$ cat config.mk
export PLATFORM = sky130hd
export DESIGN_NAME = arm_config
export DESIGN_NICKNAME = d
export VERILOG_FILES = /design/src/hw/arm_pkg.sv /design/src/hw/arm_sel_if.sv /design/src/hw/arm_chan_cfg.sv /design/src/hw/arm_pair_sel.sv /design/src/hw/arm_config.sv
export SDC_FILE = /design/constraint.sdc
export NUM_CORES = 1
export LEC_CHECK = 0
export BUFFER_PORTS_ARGS = -buffer_cell sky130_fd_sc_hd__buf_4
export CORE_ASPECT_RATIO = 0.9
export CORE_MARGIN = 2
export CORE_UTILIZATION = 30
export DETAILED_ROUTE_END_ITERATION = 10
export PLACE_DENSITY = 0.45
export SLEW_MARGIN = 25
export SYNTH_ARGS = -nofsm -noshare
export SYNTH_HDL_FRONTEND = slang
export SYNTH_SLANG_ARGS = --single-unit
export TNS_END_PERCENT = 1
$ cat constraint.sdc
create_clock -name ref_clk -period 2.6 [get_ports ref_clk]
set_input_delay 0.52 -clock ref_clk [delete_from_list [all_inputs] [get_ports ref_clk]]
set_output_delay 0.52 -clock ref_clk [all_outputs]
set_load 0.005 [all_outputs]
$ cat src/hw/arm_pkg.sv
// Constants, register map and types for the range/mode/channel block
package arm_pkg;

  ////////////////////////////////////////////////////////////////////////////
  // Register port geometry
  localparam int ADDR_W = 8;
  localparam int DATA_W = 8;

  // Register offsets
  localparam logic [7:0] ADDR_STATUS       = 8'h01;
  localparam logic [7:0] ADDR_SEQ          = 8'h02;
  localparam logic [7:0] ADDR_CHAN         = 8'h03;
  localparam logic [7:0] ADDR_RANGE0       = 8'h04;
  localparam logic [7:0] ADDR_RANGE3       = 8'h07;
  localparam logic [7:0] ADDR_OVR_A_FIRST  = 8'h08;
  localparam logic [7:0] ADDR_OVR_B_FIRST  = 8'h09;
  localparam logic [7:0] ADDR_OVR_A_SECOND = 8'h0A;
  localparam logic [7:0] ADDR_OVR_B_SECOND = 8'h0B;

  // Values after reset
  localparam logic [7:0] RST_RANGE = 8'hFF;
  localparam logic [7:0] RST_OVR   = 8'h00;
  localparam logic [7:0] RST_CHAN  = 8'h00;
  localparam logic [7:0] RST_SEQ   = 8'h00;

  ////////////////////////////////////////////////////////////////////////////
  // Range codes, shared by the pins and the range registers
  localparam logic [1:0] RANGE_SW  = 2'h0;
  localparam logic [1:0] RANGE_2V5 = 2'h1;
  localparam logic [1:0] RANGE_5V  = 2'h2;
  localparam logic [1:0] RANGE_10V = 2'h3;

  // Channel select codes
  localparam int         SEL_W      = 4;
  localparam logic [3:0] SEL_SUPPLY = 4'h8;
  localparam logic [3:0] SEL_LDO    = 4'h9;

  // Field positions
  localparam int CHAN_A_LSB        = 0;
  localparam int CHAN_B_LSB        = 4;
  localparam int SEQ_EN_BIT        = 0;
  localparam int SEQ_LAST_LSB      = 4;
  localparam int STAT_HW_BIT       = 0;
  localparam int STAT_SETTLE_BIT   = 1;
  localparam int STAT_SEQ_BIT      = 2;
  localparam int STAT_MISMATCH_BIT = 3;

  ////////////////////////////////////////////////////////////////////////////
  // Timing: settle time rounds up to whole cycles
  localparam int CLK_PERIOD_NS = 10;
  localparam int SETTLE_US     = 120;
  localparam int SETTLE_CYCLES =
    (SETTLE_US * 1000 + CLK_PERIOD_NS - 1) / CLK_PERIOD_NS;

  // Pair selector states
  typedef enum logic {SEL_LOAD, SEL_RUN} arm_sel_state_type;

endpackage : arm_pkg

$ cat src/hw/arm_sel_if.sv
// Interface between the top and the channel pair selector
`timescale 1ns/10ps
interface arm_sel_if
  import arm_pkg::*;
();
  logic             hw_mode;
  logic             conv_start;
  logic             seq_on;
  logic [2:0]       pick_bus;
  logic [2:0]       seq_last;
  logic [SEL_W-1:0] reg_sel_a;
  logic [SEL_W-1:0] reg_sel_b;
  logic [SEL_W-1:0] sel_a;
  logic [SEL_W-1:0] sel_b;

  modport ctrl (
    output hw_mode, conv_start, seq_on, pick_bus, seq_last,
    output reg_sel_a, reg_sel_b,
    input  sel_a, sel_b
  );
  modport sel (
    input  hw_mode, conv_start, seq_on, pick_bus, seq_last,
    input  reg_sel_a, reg_sel_b,
    output sel_a, sel_b
  );
endinterface : arm_sel_if

$ cat src/hw/arm_chan_cfg.sv
// Per-channel effective range and overrange decode
`timescale 1ns/10ps
module arm_chan_cfg
  import arm_pkg::*;
#(
  parameter int CODE_W = 2
)
(
  input  wire logic              hw_mode,
  input  wire logic [CODE_W-1:0] pin_code,
  input  wire logic [CODE_W-1:0] reg_code,
  input  wire logic              ovr_first,
  input  wire logic              ovr_second,
  output logic      [CODE_W-1:0] range_code,
  output logic                   over_en,
  output logic                   pair_mismatch
);

  // Pins in hardware mode, register otherwise; empty code reads as 10 V
  assign range_code = hw_mode ? pin_code :
    ((reg_code == CODE_W'(RANGE_SW)) ? CODE_W'(RANGE_10V) : reg_code);

  // Overrange only in software mode and only with both copies set
  assign over_en = !hw_mode && ovr_first && ovr_second;

  // Copies disagree
  assign pair_mismatch = ovr_first ^ ovr_second;

endmodule : arm_chan_cfg

$ cat src/hw/arm_pair_sel.sv
// Channel pair selector with initial capture and scan sequencer
`timescale 1ns/10ps
module arm_pair_sel
  import arm_pkg::*;
(
  input  wire logic ref_clk,
  input  wire logic rst_b,
  arm_sel_if.sel    sel_bus
);

  arm_sel_state_type state_reg;
  arm_sel_state_type state_next;
  logic [SEL_W-1:0]  sel_a_reg;
  logic [SEL_W-1:0]  sel_a_next;
  logic [SEL_W-1:0]  sel_b_reg;
  logic [SEL_W-1:0]  sel_b_next;
  logic [2:0]        idx_reg;
  logic [2:0]        idx_next;
  logic              take;

  ////////////////////////////////////////////////////////////////////////////
  // First cycle after release, then once per conversion
  assign take = (state_reg == SEL_LOAD) || sel_bus.conv_start;

  // Next selection
  always_comb
  begin
    state_next = state_reg;
    sel_a_next = sel_a_reg;
    sel_b_next = sel_b_reg;
    idx_next   = sel_bus.seq_on ? idx_reg : 3'h0;
    case (state_reg)
      SEL_LOAD: state_next = SEL_RUN;
      SEL_RUN:  state_next = SEL_RUN;
      default:  state_next = SEL_LOAD;
    endcase
    if (take)
    begin
      if (sel_bus.seq_on)
      begin
        sel_a_next = {1'b0, idx_reg};
        sel_b_next = {1'b0, idx_reg};
        idx_next   = (idx_reg == sel_bus.seq_last) ? 3'h0 : idx_reg + 3'h1;
      end
      else if (sel_bus.hw_mode)
      begin
        sel_a_next = {1'b0, sel_bus.pick_bus};
        sel_b_next = {1'b0, sel_bus.pick_bus};
      end
      else
      begin
        if (sel_bus.reg_sel_a <= SEL_LDO)
          sel_a_next = sel_bus.reg_sel_a;
        if (sel_bus.reg_sel_b <= SEL_LDO)
          sel_b_next = sel_bus.reg_sel_b;
      end
    end
  end

  // Registers
  always_ff @(posedge ref_clk or negedge rst_b)
  begin
    if (!rst_b)
    begin
      state_reg <= SEL_LOAD;
      sel_a_reg <= 4'h0;
      sel_b_reg <= 4'h0;
      idx_reg   <= 3'h0;
    end
    else
    begin
      state_reg <= state_next;
      sel_a_reg <= sel_a_next;
      sel_b_reg <= sel_b_next;
      idx_reg   <= idx_next;
    end
  end

  assign sel_bus.sel_a = sel_a_reg;
  assign sel_bus.sel_b = sel_b_reg;
endmodule : arm_pair_sel

$ cat src/hw/arm_config.sv
// Top of the range, mode and channel configuration block
`timescale 1ns/10ps

////////////////////////////////////////////////////////////////////////////
module arm_config
  import arm_pkg::*;
#(
  parameter int P_SETTLE_CYCLES = SETTLE_CYCLES
)
(
  input  wire logic              ref_clk,
  input  wire logic              rst_b,
  input  wire logic [1:0]        range_pins,
  input  wire logic [2:0]        channel_pick_bus,
  input  wire logic              seq_pin,
  input  wire logic              filter_option_two,
  input  wire logic              conv_start,
  input  wire logic [ADDR_W-1:0] reg_addr,
  input  wire logic [DATA_W-1:0] reg_wdata,
  input  wire logic              reg_wr,
  input  wire logic              reg_rd,
  output logic      [DATA_W-1:0] reg_rdata,
  output logic                   hw_mode,
  output logic      [15:0]       range_a,
  output logic      [15:0]       range_b,
  output logic      [7:0]        over_a,
  output logic      [7:0]        over_b,
  output logic      [SEL_W-1:0]  sel_a,
  output logic      [SEL_W-1:0]  sel_b,
  output logic                   settle_pending
);

  localparam int CNT_W = $clog2(P_SETTLE_CYCLES + 1);

  ////////////////////////////////////////////////////////////////////////////
  // Declarations
  logic [7:0]        seq_reg;
  logic [7:0]        seq_next;
  logic [7:0]        chan_reg;
  logic [7:0]        chan_next;
  logic [7:0]        range_reg [4];
  logic [7:0]        range_next [4];
  logic [7:0]        ovr_a_first_reg;
  logic [7:0]        ovr_a_first_next;
  logic [7:0]        ovr_b_first_reg;
  logic [7:0]        ovr_b_first_next;
  logic [7:0]        ovr_a_second_reg;
  logic [7:0]        ovr_a_second_next;
  logic [7:0]        ovr_b_second_reg;
  logic [7:0]        ovr_b_second_next;
  logic [DATA_W-1:0] rdata_reg;
  logic [DATA_W-1:0] rdata_next;
  logic [DATA_W-1:0] status_word;
  logic              hw_mode_reg;
  logic              hw_mode_next;
  logic [31:0]       cfg_range_reg;
  logic [31:0]       cfg_range_next;
  logic [15:0]       cfg_over_reg;
  logic [15:0]       cfg_over_next;
  logic [1:0]        pins_prev_reg;
  logic [1:0]        pins_prev_next;
  logic [CNT_W-1:0]  settle_cnt_reg;
  logic [CNT_W-1:0]  settle_cnt_next;
  logic              settle_reg;
  logic              settle_next;
  logic              hw_now;
  logic              seq_on;
  logic              settle_trig;
  logic [31:0]       reg_codes;
  logic [15:0]       ovr_first_all;
  logic [15:0]       ovr_second_all;
  logic [15:0]       mismatch_all;

  arm_sel_if sel_bus ();

  ////////////////////////////////////////////////////////////////////////////
  // Mode from the range pins
  assign hw_now = (range_pins != RANGE_SW);
  assign seq_on = hw_now ? seq_pin : seq_reg[SEQ_EN_BIT];

  // Register writes
  always_comb
  begin
    seq_next          = seq_reg;
    chan_next         = chan_reg;
    range_next        = range_reg;
    ovr_a_first_next  = ovr_a_first_reg;
    ovr_b_first_next  = ovr_b_first_reg;
    ovr_a_second_next = ovr_a_second_reg;
    ovr_b_second_next = ovr_b_second_reg;
    if (reg_wr)
    begin
      if (reg_addr == ADDR_SEQ)
        seq_next = reg_wdata;
      else if (reg_addr == ADDR_CHAN)
        chan_next = reg_wdata;
      else if (reg_addr >= ADDR_RANGE0 && reg_addr <= ADDR_RANGE3)
        range_next[reg_addr[1:0]] = reg_wdata;
      else if (reg_addr == ADDR_OVR_A_FIRST)
        ovr_a_first_next = reg_wdata;
      else if (reg_addr == ADDR_OVR_B_FIRST)
        ovr_b_first_next = reg_wdata;
      else if (reg_addr == ADDR_OVR_A_SECOND)
        ovr_a_second_next = reg_wdata;
      else if (reg_addr == ADDR_OVR_B_SECOND)
        ovr_b_second_next = reg_wdata;
    end
  end

  // Status word
  always_comb
  begin
    status_word                    = 8'h00;
    status_word[STAT_HW_BIT]       = hw_mode_reg;
    status_word[STAT_SETTLE_BIT]   = settle_reg;
    status_word[STAT_SEQ_BIT]      = seq_on;
    status_word[STAT_MISMATCH_BIT] = |mismatch_all;
  end

  // Register reads, unmapped offsets read zero
  always_comb
  begin
    rdata_next = rdata_reg;
    if (reg_rd)
    begin
      if (reg_addr == ADDR_STATUS)
        rdata_next = status_word;
      else if (reg_addr == ADDR_SEQ)
        rdata_next = seq_reg;
      else if (reg_addr == ADDR_CHAN)
        rdata_next = chan_reg;
      else if (reg_addr >= ADDR_RANGE0 && reg_addr <= ADDR_RANGE3)
        rdata_next = range_reg[reg_addr[1:0]];
      else if (reg_addr == ADDR_OVR_A_FIRST)
        rdata_next = ovr_a_first_reg;
      else if (reg_addr == ADDR_OVR_B_FIRST)
        rdata_next = ovr_b_first_reg;
      else if (reg_addr == ADDR_OVR_A_SECOND)
        rdata_next = ovr_a_second_reg;
      else if (reg_addr == ADDR_OVR_B_SECOND)
        rdata_next = ovr_b_second_reg;
      else
        rdata_next = 8'h00;
    end
  end

  // Register file
  always_ff @(posedge ref_clk or negedge rst_b)
  begin
    if (!rst_b)
    begin
      seq_reg          <= RST_SEQ;
      chan_reg         <= RST_CHAN;
      range_reg        <= '{RST_RANGE, RST_RANGE, RST_RANGE, RST_RANGE};
      ovr_a_first_reg  <= RST_OVR;
      ovr_b_first_reg  <= RST_OVR;
      ovr_a_second_reg <= RST_OVR;
      ovr_b_second_reg <= RST_OVR;
      rdata_reg        <= 8'h00;
    end
    else
    begin
      seq_reg          <= seq_next;
      chan_reg         <= chan_next;
      range_reg        <= range_next;
      ovr_a_first_reg  <= ovr_a_first_next;
      ovr_b_first_reg  <= ovr_b_first_next;
      ovr_a_second_reg <= ovr_a_second_next;
      ovr_b_second_reg <= ovr_b_second_next;
      rdata_reg        <= rdata_next;
    end
  end

  ////////////////////////////////////////////////////////////////////////////
  // Per-channel range and overrange, A0..A7 then B0..B7
  assign reg_codes      = {range_reg[3], range_reg[2],
                           range_reg[1], range_reg[0]};
  assign ovr_first_all  = {ovr_b_first_reg, ovr_a_first_reg};
  assign ovr_second_all = {ovr_b_second_reg, ovr_a_second_reg};

  for (genvar i = 0; i < 16; i++)
  begin : g_chan
    arm_chan_cfg #(
      .CODE_W        (2)
    ) u_chan (
      .hw_mode       (hw_now),
      .pin_code      (range_pins),
      .reg_code      (reg_codes[2*i +: 2]),
      .ovr_first     (ovr_first_all[i]),
      .ovr_second    (ovr_second_all[i]),
      .range_code    (cfg_range_next[2*i +: 2]),
      .over_en       (cfg_over_next[i]),
      .pair_mismatch (mismatch_all[i])
    );
  end

  // Settle timer restarts on every pin change to a hardware range (not to 00) with filter 2
  assign settle_trig = hw_now && filter_option_two &&
                       (range_pins != pins_prev_reg);

  always_comb
  begin
    hw_mode_next    = hw_now;
    pins_prev_next  = range_pins;
    settle_cnt_next = settle_cnt_reg;
    if (settle_trig)
      settle_cnt_next = CNT_W'(P_SETTLE_CYCLES);
    else if (settle_cnt_reg != '0)
      settle_cnt_next = settle_cnt_reg - CNT_W'(1);
    settle_next = (settle_cnt_next != '0);
  end

  // Configuration outputs and settle state
  always_ff @(posedge ref_clk or negedge rst_b)
  begin
    if (!rst_b)
    begin
      hw_mode_reg    <= 1'b0;
      cfg_range_reg  <= '0;
      cfg_over_reg   <= '0;
      pins_prev_reg  <= RANGE_SW;
      settle_cnt_reg <= '0;
      settle_reg     <= 1'b0;
    end
    else
    begin
      hw_mode_reg    <= hw_mode_next;
      cfg_range_reg  <= cfg_range_next;
      cfg_over_reg   <= cfg_over_next;
      pins_prev_reg  <= pins_prev_next;
      settle_cnt_reg <= settle_cnt_next;
      settle_reg     <= settle_next;
    end
  end

  ////////////////////////////////////////////////////////////////////////////
  // Channel pair selection
  assign sel_bus.hw_mode    = hw_now;
  assign sel_bus.conv_start = conv_start;
  assign sel_bus.seq_on     = seq_on;
  assign sel_bus.pick_bus   = channel_pick_bus;
  assign sel_bus.seq_last   = hw_now ? 3'h7 : seq_reg[SEQ_LAST_LSB +: 3];
  assign sel_bus.reg_sel_a  = chan_reg[CHAN_A_LSB +: SEL_W];
  assign sel_bus.reg_sel_b  = chan_reg[CHAN_B_LSB +: SEL_W];

  arm_pair_sel u_pair_sel (
    .ref_clk (ref_clk),
    .rst_b   (rst_b),
    .sel_bus (sel_bus)
  );

  // Outputs
  assign reg_rdata      = rdata_reg;
  assign hw_mode        = hw_mode_reg;
  assign range_a        = cfg_range_reg[15:0];
  assign range_b        = cfg_range_reg[31:16];
  assign over_a         = cfg_over_reg[7:0];
  assign over_b         = cfg_over_reg[15:8];
  assign sel_a          = sel_bus.sel_a;
  assign sel_b          = sel_bus.sel_b;
  assign settle_pending = settle_reg;
endmodule : arm_config

# After elaboration in Yosys (flattened, before gate mapping)
# Index checks and enable logic that the tools add are counted.
[op_classes] mux=60 n_lt_le_gt_ge=6 multipliers=0 eq_ne=9 n_reduce_logical=69 n_addsub=2 div_mod_pow=0 n_shift=0 bitwise_logic=24
[op_table] operator="$mux 8" n=11
[op_table] operator="$mux 2" n=32
[op_table] operator="$logic_and 1x1->1" n=36
[op_table] operator="$bwmux 32" n=1
[op_table] operator="$eq 8x4->1 const B" n=4
[op_table] operator="$logic_not 2->1" n=16
[op_table] operator="$mux 14" n=2
[op_table] operator="$reduce_bool 14->1" n=2
[op_table] operator="$mux 4" n=6
[op_table] operator="$bmux 8 s2" n=1
[op_table] operator="$demux 8 s2" n=1
[op_table] operator="$eq 8x2->1 const B" n=2
[op_table] operator="$reduce_or 16->1" n=1
[op_table] operator="$xor 1x1->1" n=16
[op_table] operator="$mux 3" n=5
[op_table] operator="$sub 14x1->14 const B" n=1
[op_table] operator="$eq 8x1->1 const B" n=1
[op_table] operator="$ge 8x3->1 const B" n=1
[op_table] operator="$le 4x4->1 const B" n=2
[op_table] operator="$le 8x3->1 const B" n=1
[op_table] operator="$reduce_and 8->1" n=1
[op_table] operator="$not 1->1" n=7
[op_table] operator="$reduce_and 7->1" n=1
[op_table] operator="$reduce_and 2->1" n=3
[op_table] operator="other kinds (15)" n=16
[word_totals] romBits=0 wordCells=191 latch_bits=0 memories=0 ram_bits=0 register_bits=166

# Longest topological paths before layout
# Gate-level depths: netlist of the first run.
[logic_depth] depth_word=9 ltp_mapped=11 ltp_nobuf=8

# Cells and area by module
# From an unflattened synthesis of the first run, not the netlist that was laid out.
[hier_totals] cells_unflattened=660 area_unflattened_um2=7897.6
[modules_own_cells] module="arm_config" n_inst=1 cells_per_inst=443 area_each_um2=6377.4
[modules_own_cells] module="arm_chan_cfg" n_inst=16 cells_per_inst=9 area_each_um2=48.8
[modules_own_cells] module="arm_pair_sel" n_inst=1 cells_per_inst=73 area_each_um2=739.5

# Least setup slack after synthesis of the first run
# Ideal clock, no wire load.
[synth_path] path_kind="register to register" startpoint="reg settle_cnt_reg[0]" endpoint="reg settle_reg, in the netlist settle_pending" period_less_slack_ps=2571 path_buffers=1 arrival_ps=2447 t_required_ps=2476 path_slack_ps=29 stages_incl_launch_ff=10 path_cell_list="dfrtp_1 inv_1 ha_1 or4b_1 buf_2 or3_1 a2111o_1 a32oi_1 nand4b_1 a211o_1"
[synth_between] elab_chain_cells=4
[synth_lines] element="from (decl)" line_no="arm_config.sv:62" rtl="logic [CNT_W-1:0] settle_cnt_reg;"
[synth_lines] element="from (signal assigned)" line_no="arm_config.sv:231" rtl="settle_cnt_reg <= settle_cnt_next;"
[synth_lines] element="$sub 14x1->14 or $reduce_bool 14->1 (tied branches)" line_no="arm_config.sv:209, arm_config.sv:208"
[synth_lines] element="$mux 14 *" line_no="arm_config.sv:208" rtl="else if (settle_cnt_reg != '0)"
[synth_lines] element="$mux 14 *" line_no="arm_config.sv:206" rtl="if (settle_trig)"
[synth_lines] element="$reduce_bool 14->1 *" line_no="arm_config.sv:210" rtl="settle_next = (settle_cnt_next != '0);"
[synth_lines] element="named net settle_next" line_no="arm_config.sv:65" rtl="logic settle_next;"
[synth_lines] element="to (signal assigned)" line_no="arm_config.sv:232" rtl="settle_reg <= settle_next;"
[synth_lines] element="to (decl)" line_no="arm_config.sv:64" rtl="logic settle_reg;"
# Mark *: on every way through the listed nets, which the timed path passes. The rest lies on a longest branch.
# A chain may end at the register's enable or synchronous reset.

# Worst setup path after layout of the first run
[layout_path] startpoint="reg settle_cnt_reg[1]" endpoint="reg settle_reg, in the netlist settle_pending"
# The elaborated chain is that of the path after synthesis.

==> results of run 1 <==
-- cells in the mapped netlist, types with 2 or more instances --
cell      number  area [um2]
mux2_2        12         135
nor3b_1        3        22.5
nand4_1        4        25.0
inv_1         10        37.5
or3_1          3        18.8
a211o_1        3        26.3
buf_2          2        10.0
xnor2_1       22         193
a32oi_1        2        17.5
buf_6          2        22.5
a21oi_1       29         145
o31ai_1        6        45.0
a22oi_1        3        22.5
nand2b_1       2        12.5
nor2_1        39         146
or4_1          4        30.0
mux2_1        69         777
o21ai_1        6        30.0
and2_1         4        25.0
a31oi_1        2        12.5
nand4b_1       3        26.3
a221oi_1       5        43.8
nand3b_1       2        15.0
buf_1         12        45.0
and3_1        18         113
o21bai_1      33         248
o21ai_0       10        50.1
nor2b_1       34         213
mux2i_1        7        70.1
nor3_2         2        20.0
clkbuf_1      20        75.1
nor3_1         5        25.0
nand3_1        4        20.0
ha_1           2        25.0
dfstp_2       32         841
a22o_1         4        35.0
dfrtp_1      134        3350
nor4_1         6        37.5
mux4_2        16         360
o21a_1         2        15.0
xor2_1         4        35.0
nand2_1       42         158
-- timing repair --
item                       4_1_cts  5_1_grt
setup endpoints to repair        0        1
buffers inserted                 0        0
gates resized for setup          0        1
-- path summary, 6_finish.rpt --
kind                                        startpoint                     endpoint  slack (ps)  cells past startpoint
setup / recovery                     settle_cnt_reg[1]               settle_pending         140                      8
hold / removal                                   rst_b  u_pair_sel.sel_bus.sel_b[1]          40                      1
setup reg to reg                     settle_cnt_reg[1]               settle_pending         140                      8
hold reg to reg            u_pair_sel.sel_bus.sel_b[0]  u_pair_sel.sel_bus.sel_b[0]         490                      2
max in group asynchronous                        rst_b                 range_reg[1]        1770                      2
min in group ref_clk                     range_pins[1]             cfg_range_reg[6]         360                      2
-- per-stage QoR --
stage	hold slack (ps)	instance area, um2
4_1_cts	56.1	9500
5_1_grt	79.7	9500
3_5_place_dp	485	8930
3_3_place_gp	478	8930
2_1_floorplan	224	7700
6_report	44.9	9500
-- cell families (layout without fill, tap and decap cells) --
| kind of cell | count (synthesis) | in the layout |
|---|---|---|
| simple gates | 182 | 182 |
| fa+ha+maj | 2 | 2 |
| compound gates | 112 | 112 |
| buf+inv | 46 | 165 |
| other cells | 1 | 1 |
| flops | 166 | 166 |
| mux | 104 | 104 |
| xor+xnor | 26 | 26 |
-- final cells by class --
class,count,share of cell area
well taps,342,0.0450
multi-input cells,427,0.349
clock buffers,18,0.0452
flip-flops and latches,166,0.441
clock inverters,14,0.0147
inverters,10,0.00395
repair buffers,123,0.100
-- per-layer routing --
metal / wire, um / share of wire / up-vias / track usage
li1: - / - / 2497 / -
met1: 9730 / 0.48 / 2686 / 0.215
met2: 9420 / 0.47 / 130 / 0.243
met3: 898 / 0.044 / 15 / 0.0336
met4: 208 / 0.010 / 0 / 0.0355
met5: 0 / 0 / - / 0
-- worst max-delay path, cell delays in order (launching register included) --
cell and delay (ps):
dfrtp_1 390, inv_1 60, ha_1 160, or4b_4 490, or3_1 320, a2111o_1 370
a32oi_1 160, nand4b_1 110, a211o_1 290
-- report_power, final --
group          switching, uW  internal, uW  total, uW
Clock                   1130          1350       2480
Sequential               163          2760       2930
Combinational            470           414        884
==> results.json, run 1 <==
{
  "outcome": "finished, final reports clean",
  "dr.first_iter.drc_count": 359,
  "finalClockSkew_ps": 14.9,
  "final_util": 0.377,
  "routabilityCongestion": 0.886,
  "worstMarginPinSlew_ps": 575,
  "syn_to_final_growth_pct": 23.4,
  "cp-start-kind": "register",
  "clk_pin_slew_ps": 70,
  "num_antenna_cells": 0,
  "clk_latency_ps": 430,
  "numCtsBuffers": 17,
  "end_kind": "register",
  "maxCapViolations": 0,
  "setup_viol": 0,
  "rows": 55,
  "grt_pass1_vias": 5543,
  "synth_cell_types": 57,
  "fin_crit_ps": 2460,
  "muxShareOfSynthArea": 0.174,
  "cp.required_ps": 2910,
  "drc_errors": 0,
  "fin_cells": 1100,
  "period_share": 0.947,
  "dp_cells": 1068,
  "grt_pass1_wl_um": 32000,
  "maxSlewViolCount": 0,
  "final.setup.tns_ps": 0,
  "critPathKind": "reg -> reg",
  "hold_buffers": 0,
  "grt_setup_unrepaired": "false",
  "die_area_mm2": 0.0270,
  "root_buffer": "clkbuf_16",
  "path_max_fanout": 4,
  "multi_input_area_mm2": 0.00332,
  "core_area_mm2": 0.0252,
  "synth-edff-count": 0,
  "antenna_found_initial": 0,
  "cts_sinks": 166,
  "vdd_drop_max_mv": 0.419,
  "ys_warn_count": 0,
  "synth_area_mm2": 0.00770,
  "final-hold-violation-count": 0,
  "start_util": 0.306,
  "die_w_um": 173,
  "p_per_area_mw_per_mm2": 662,
  "clock.fmax_ghz": 0.406,
  "crit_arrival_ps": 2770,
  "n_fill_cell": 2494,
  "first_pass_iters": 5,
  "wire_per_inst_um": 18.4,
  "yosys_most_used_dff": "dfrtp_1",
  "vias": 5328,
  "p_leak_uw": 0.00431,
  "seqCellArea_mm2": 0.00419,
  "ys_ff_latch": 166,
  "final_cell_mix": "134 x dfrtp_1, 120 x buf_4, 69 x mux2_1",
  "yosysSeqAreaShare": 0.545,
  "netlist_instances": 639,
  "ios": 94,
  "final_common_cell": "dfrtp_1",
  "grt_usage": 0.154,
  "worst_slack_ps": 137,
  "slew_headroom": 0.617,
  "synthArstFlopShare": 1.00,
  "yosys.area_share.adder": 0.00325,
  "grt_max_degree": 62,
  "hold_path_class": "in -> async",
  "yosys.area_share.simple": 0.125,
  "cts_tree": "done",
  "synth_top_family_by_area": "multiplexers",
  "final_nets": 775,
  "synth-xor-area-share": 0.0296,
  "ant_nets": 0,
  "total_power_uw": 6290,
  "drive_above_1_share": 0.292,
  "syn-num-nets": 669,
  "numPortBuffers": 93,
  "cts-htree-levels": 4,
  "gr-total-overflow": 0,
  "pre_cts_ws_ps": 107,
  "clock_tree.buffer_depth": 2,
  "die_y_um": 156,
  "routed_wl_um": 20300,
  "viasPerCell": 4.84,
  "dp_hpwl_um": 14200,
  "synth_compound_area_frac": 0.0976,
  "avgSynthCellArea_um2": 12.1
}
(Power assumes the default switching activity.)
==> inputs of run 2 (changes only) <==
Clock period 2.6 ns to 2.1 ns, I/O delays scaled along.
==> results.json, run 2 (synthesis gave the netlist of run 1 again) <==
{
  "vdd_drop_max_mv": 0.494,
  "reg2reg_slack_ps": -290,
  "dp_hpwl_um": 15000,
  "p_leak_uw": 0.00451,
  "rows": 55,
  "grt_setup_unrepaired": "true",
  "gr-total-overflow": 0,
  "worstHoldPathCells": 1,
  "period_share": 1.14,
  "drive_above_1_share": 0.337,
  "clk_latency_ps": 440,
  "core_area_mm2": 0.0252,
  "vias": 5548,
  "final_cell_mix": "151 x buf_4, 134 x dfrtp_1, 69 x mux2_1",
  "final-hold-violation-count": 0,
  "drc_errors": 0,
  "critPathKind": "reg -> reg",
  "die_y_um": 156,
  "reg2reg_depth": 8,
  "root_buffer": "clkbuf_16",
  "numCtsBuffers": 17,
  "die_w_um": 173,
  "worst_slack_ps": -290,
  "final_nets": 809,
  "slew_headroom": 0.656,
  "cts_tree": "done",
  "num_antenna_cells": 0,
  "grt_max_degree": 49,
  "setup_viol": 5,
  "wl_met1_um": 9810,
  "antenna_found_initial": 0,
  "ios": 94,
  "comb_power_share": 0.158,
  "outcome": "finished, violations left",
  "maxCapViolations": 0,
  "dr_wl_met3_um": 938,
  "clock.fmax_ghz": 0.418,
  "grt_pass1_wl_um": 33300,
  "end_kind": "register",
  "power_frac_clock": 0.402,
  "worstMarginPinSlew_ps": 516,
  "violations": "negative setup slack",
  "finalClockSkew_ps": 12.1,
  "clk_pin_slew_ps": 70,
  "routabilityCongestion": 0.824,
  "dr.max_layer_used": "met4",
  "cts_sinks": 166,
  "grt_usage": 0.159,
  "met2_length_um": 9660,
  "final_common_cell": "buf_4",
  "ant_nets": 0,
  "p_sw_uw": 2290,
  "syn_to_final_growth_pct": 28.2,
  "numPortBuffers": 93,
  "hold_path_class": "in -> reg",
  "cp.required_ps": 2410,
  "fin_crit_ps": 2390,
  "viasPerCell": 4.89,
  "dp_cells": 1100,
  "holdWs_ps": 190,
  "cp-start-kind": "register",
  "routed_wl_um": 20800,
  "path_max_fanout": 4,
  "p_sw_frac": 0.281,
  "crit_arrival_ps": 2700,
  "internal-power_uw": 5860,
  "p_seq_frac": 0.440,
  "clock_tree.buffer_depth": 2,
  "wire_per_inst_um": 18.4,
  "maxSlewViolCount": 0,
  "cts-htree-levels": 4,
  "fin_cells": 1134,
  "p_per_area_mw_per_mm2": 826,
  "die_area_mm2": 0.0270,
  "dr.first_iter.drc_count": 317,
  "first_pass_iters": 4,
  "grt_pass1_vias": 5829,
  "start_util": 0.306
}
[run 2: stage by stage]
| stage | total power [uW] | instance area (um2) | setup WS (ps) | TNS [ps] | util |
|---|---|---|---|---|---|
| finish | 8150 | 9870 | -290 | -393 | 0.392 |
| global route | 8520 | 9870 | -388 | -950 | 0.392 |
| CTS | 8230 | 9850 | -289 | -448 | 0.391 |
| detailed placement | 4910 | 9200 | -302 | -15570 | 0.365 |
| global placement | 4870 | 9200 | -244 | -12800 | 0.365 |
| floorplan | 4300 | 7730 | -356 | -5070 | - |
[run 2: per-layer routing]
layer	global-route usage	vias up
li1	-	2575
met4	0.0488	0
met3	0.0331	25
met5	0	-
met2	0.254	120
met1	0.217	2828
[run 2: power by group through the flow]
stage	Clock [uW]	Combinational, uW	Sequential, uW
floorplan	0	692	3610
global placement	0	1230	3640
detailed placement	0	1260	3650
CTS	3350	1290	3590
global route	3480	1420	3620
finish	3280	1290	3590
[run 2: final timing paths]
check / startpoint / endpoint
max in group asynchronous: rst_b / cfg_range_reg[6]
min in group asynchronous: rst_b / cfg_over_reg[0]
max: settle_cnt_reg[1] / settle_pending
min: range_pins[0] / pins_prev_reg[0]
min reg2reg: u_pair_sel.sel_bus.sel_b[0] / u_pair_sel.sel_bus.sel_b[0]
max reg2reg: settle_cnt_reg[1] / settle_pending
[run 2: cell type report]
| class | instances | area [um2] |
|---|---|---|
| Inverter | 10 | 37.5 |
| Clock buffer | 17 | 425 |
| Sequential cell | 166 | 4190 |
| Clock inverter | 15 | 189 |
| Multi-Input combinational cell | 427 | 3370 |
| Timing Repair Buffer | 157 | 1230 |
| Fill cell | 2464 | 15300 |
| Tap cell | 342 | 428 |
[run 2: repair_timing]
action | in CTS | in global routing
setup endpoints to repair | 7 | 11
resized for setup | 5 | 5
pin swaps | 2 | 1
hold buffers | 1 | 0
hold endpoints to repair | 38 | 0
buffers inserted | 1 | 0
[run 2: critical path: stages (launching register included)]
cell,delay (ps)
dfrtp_1,380
inv_2,70
ha_4,120
or4b_4,480
or3_1,330
a2111o_1,370
a32oi_1,160
nand4b_1,130
a211o_1,240
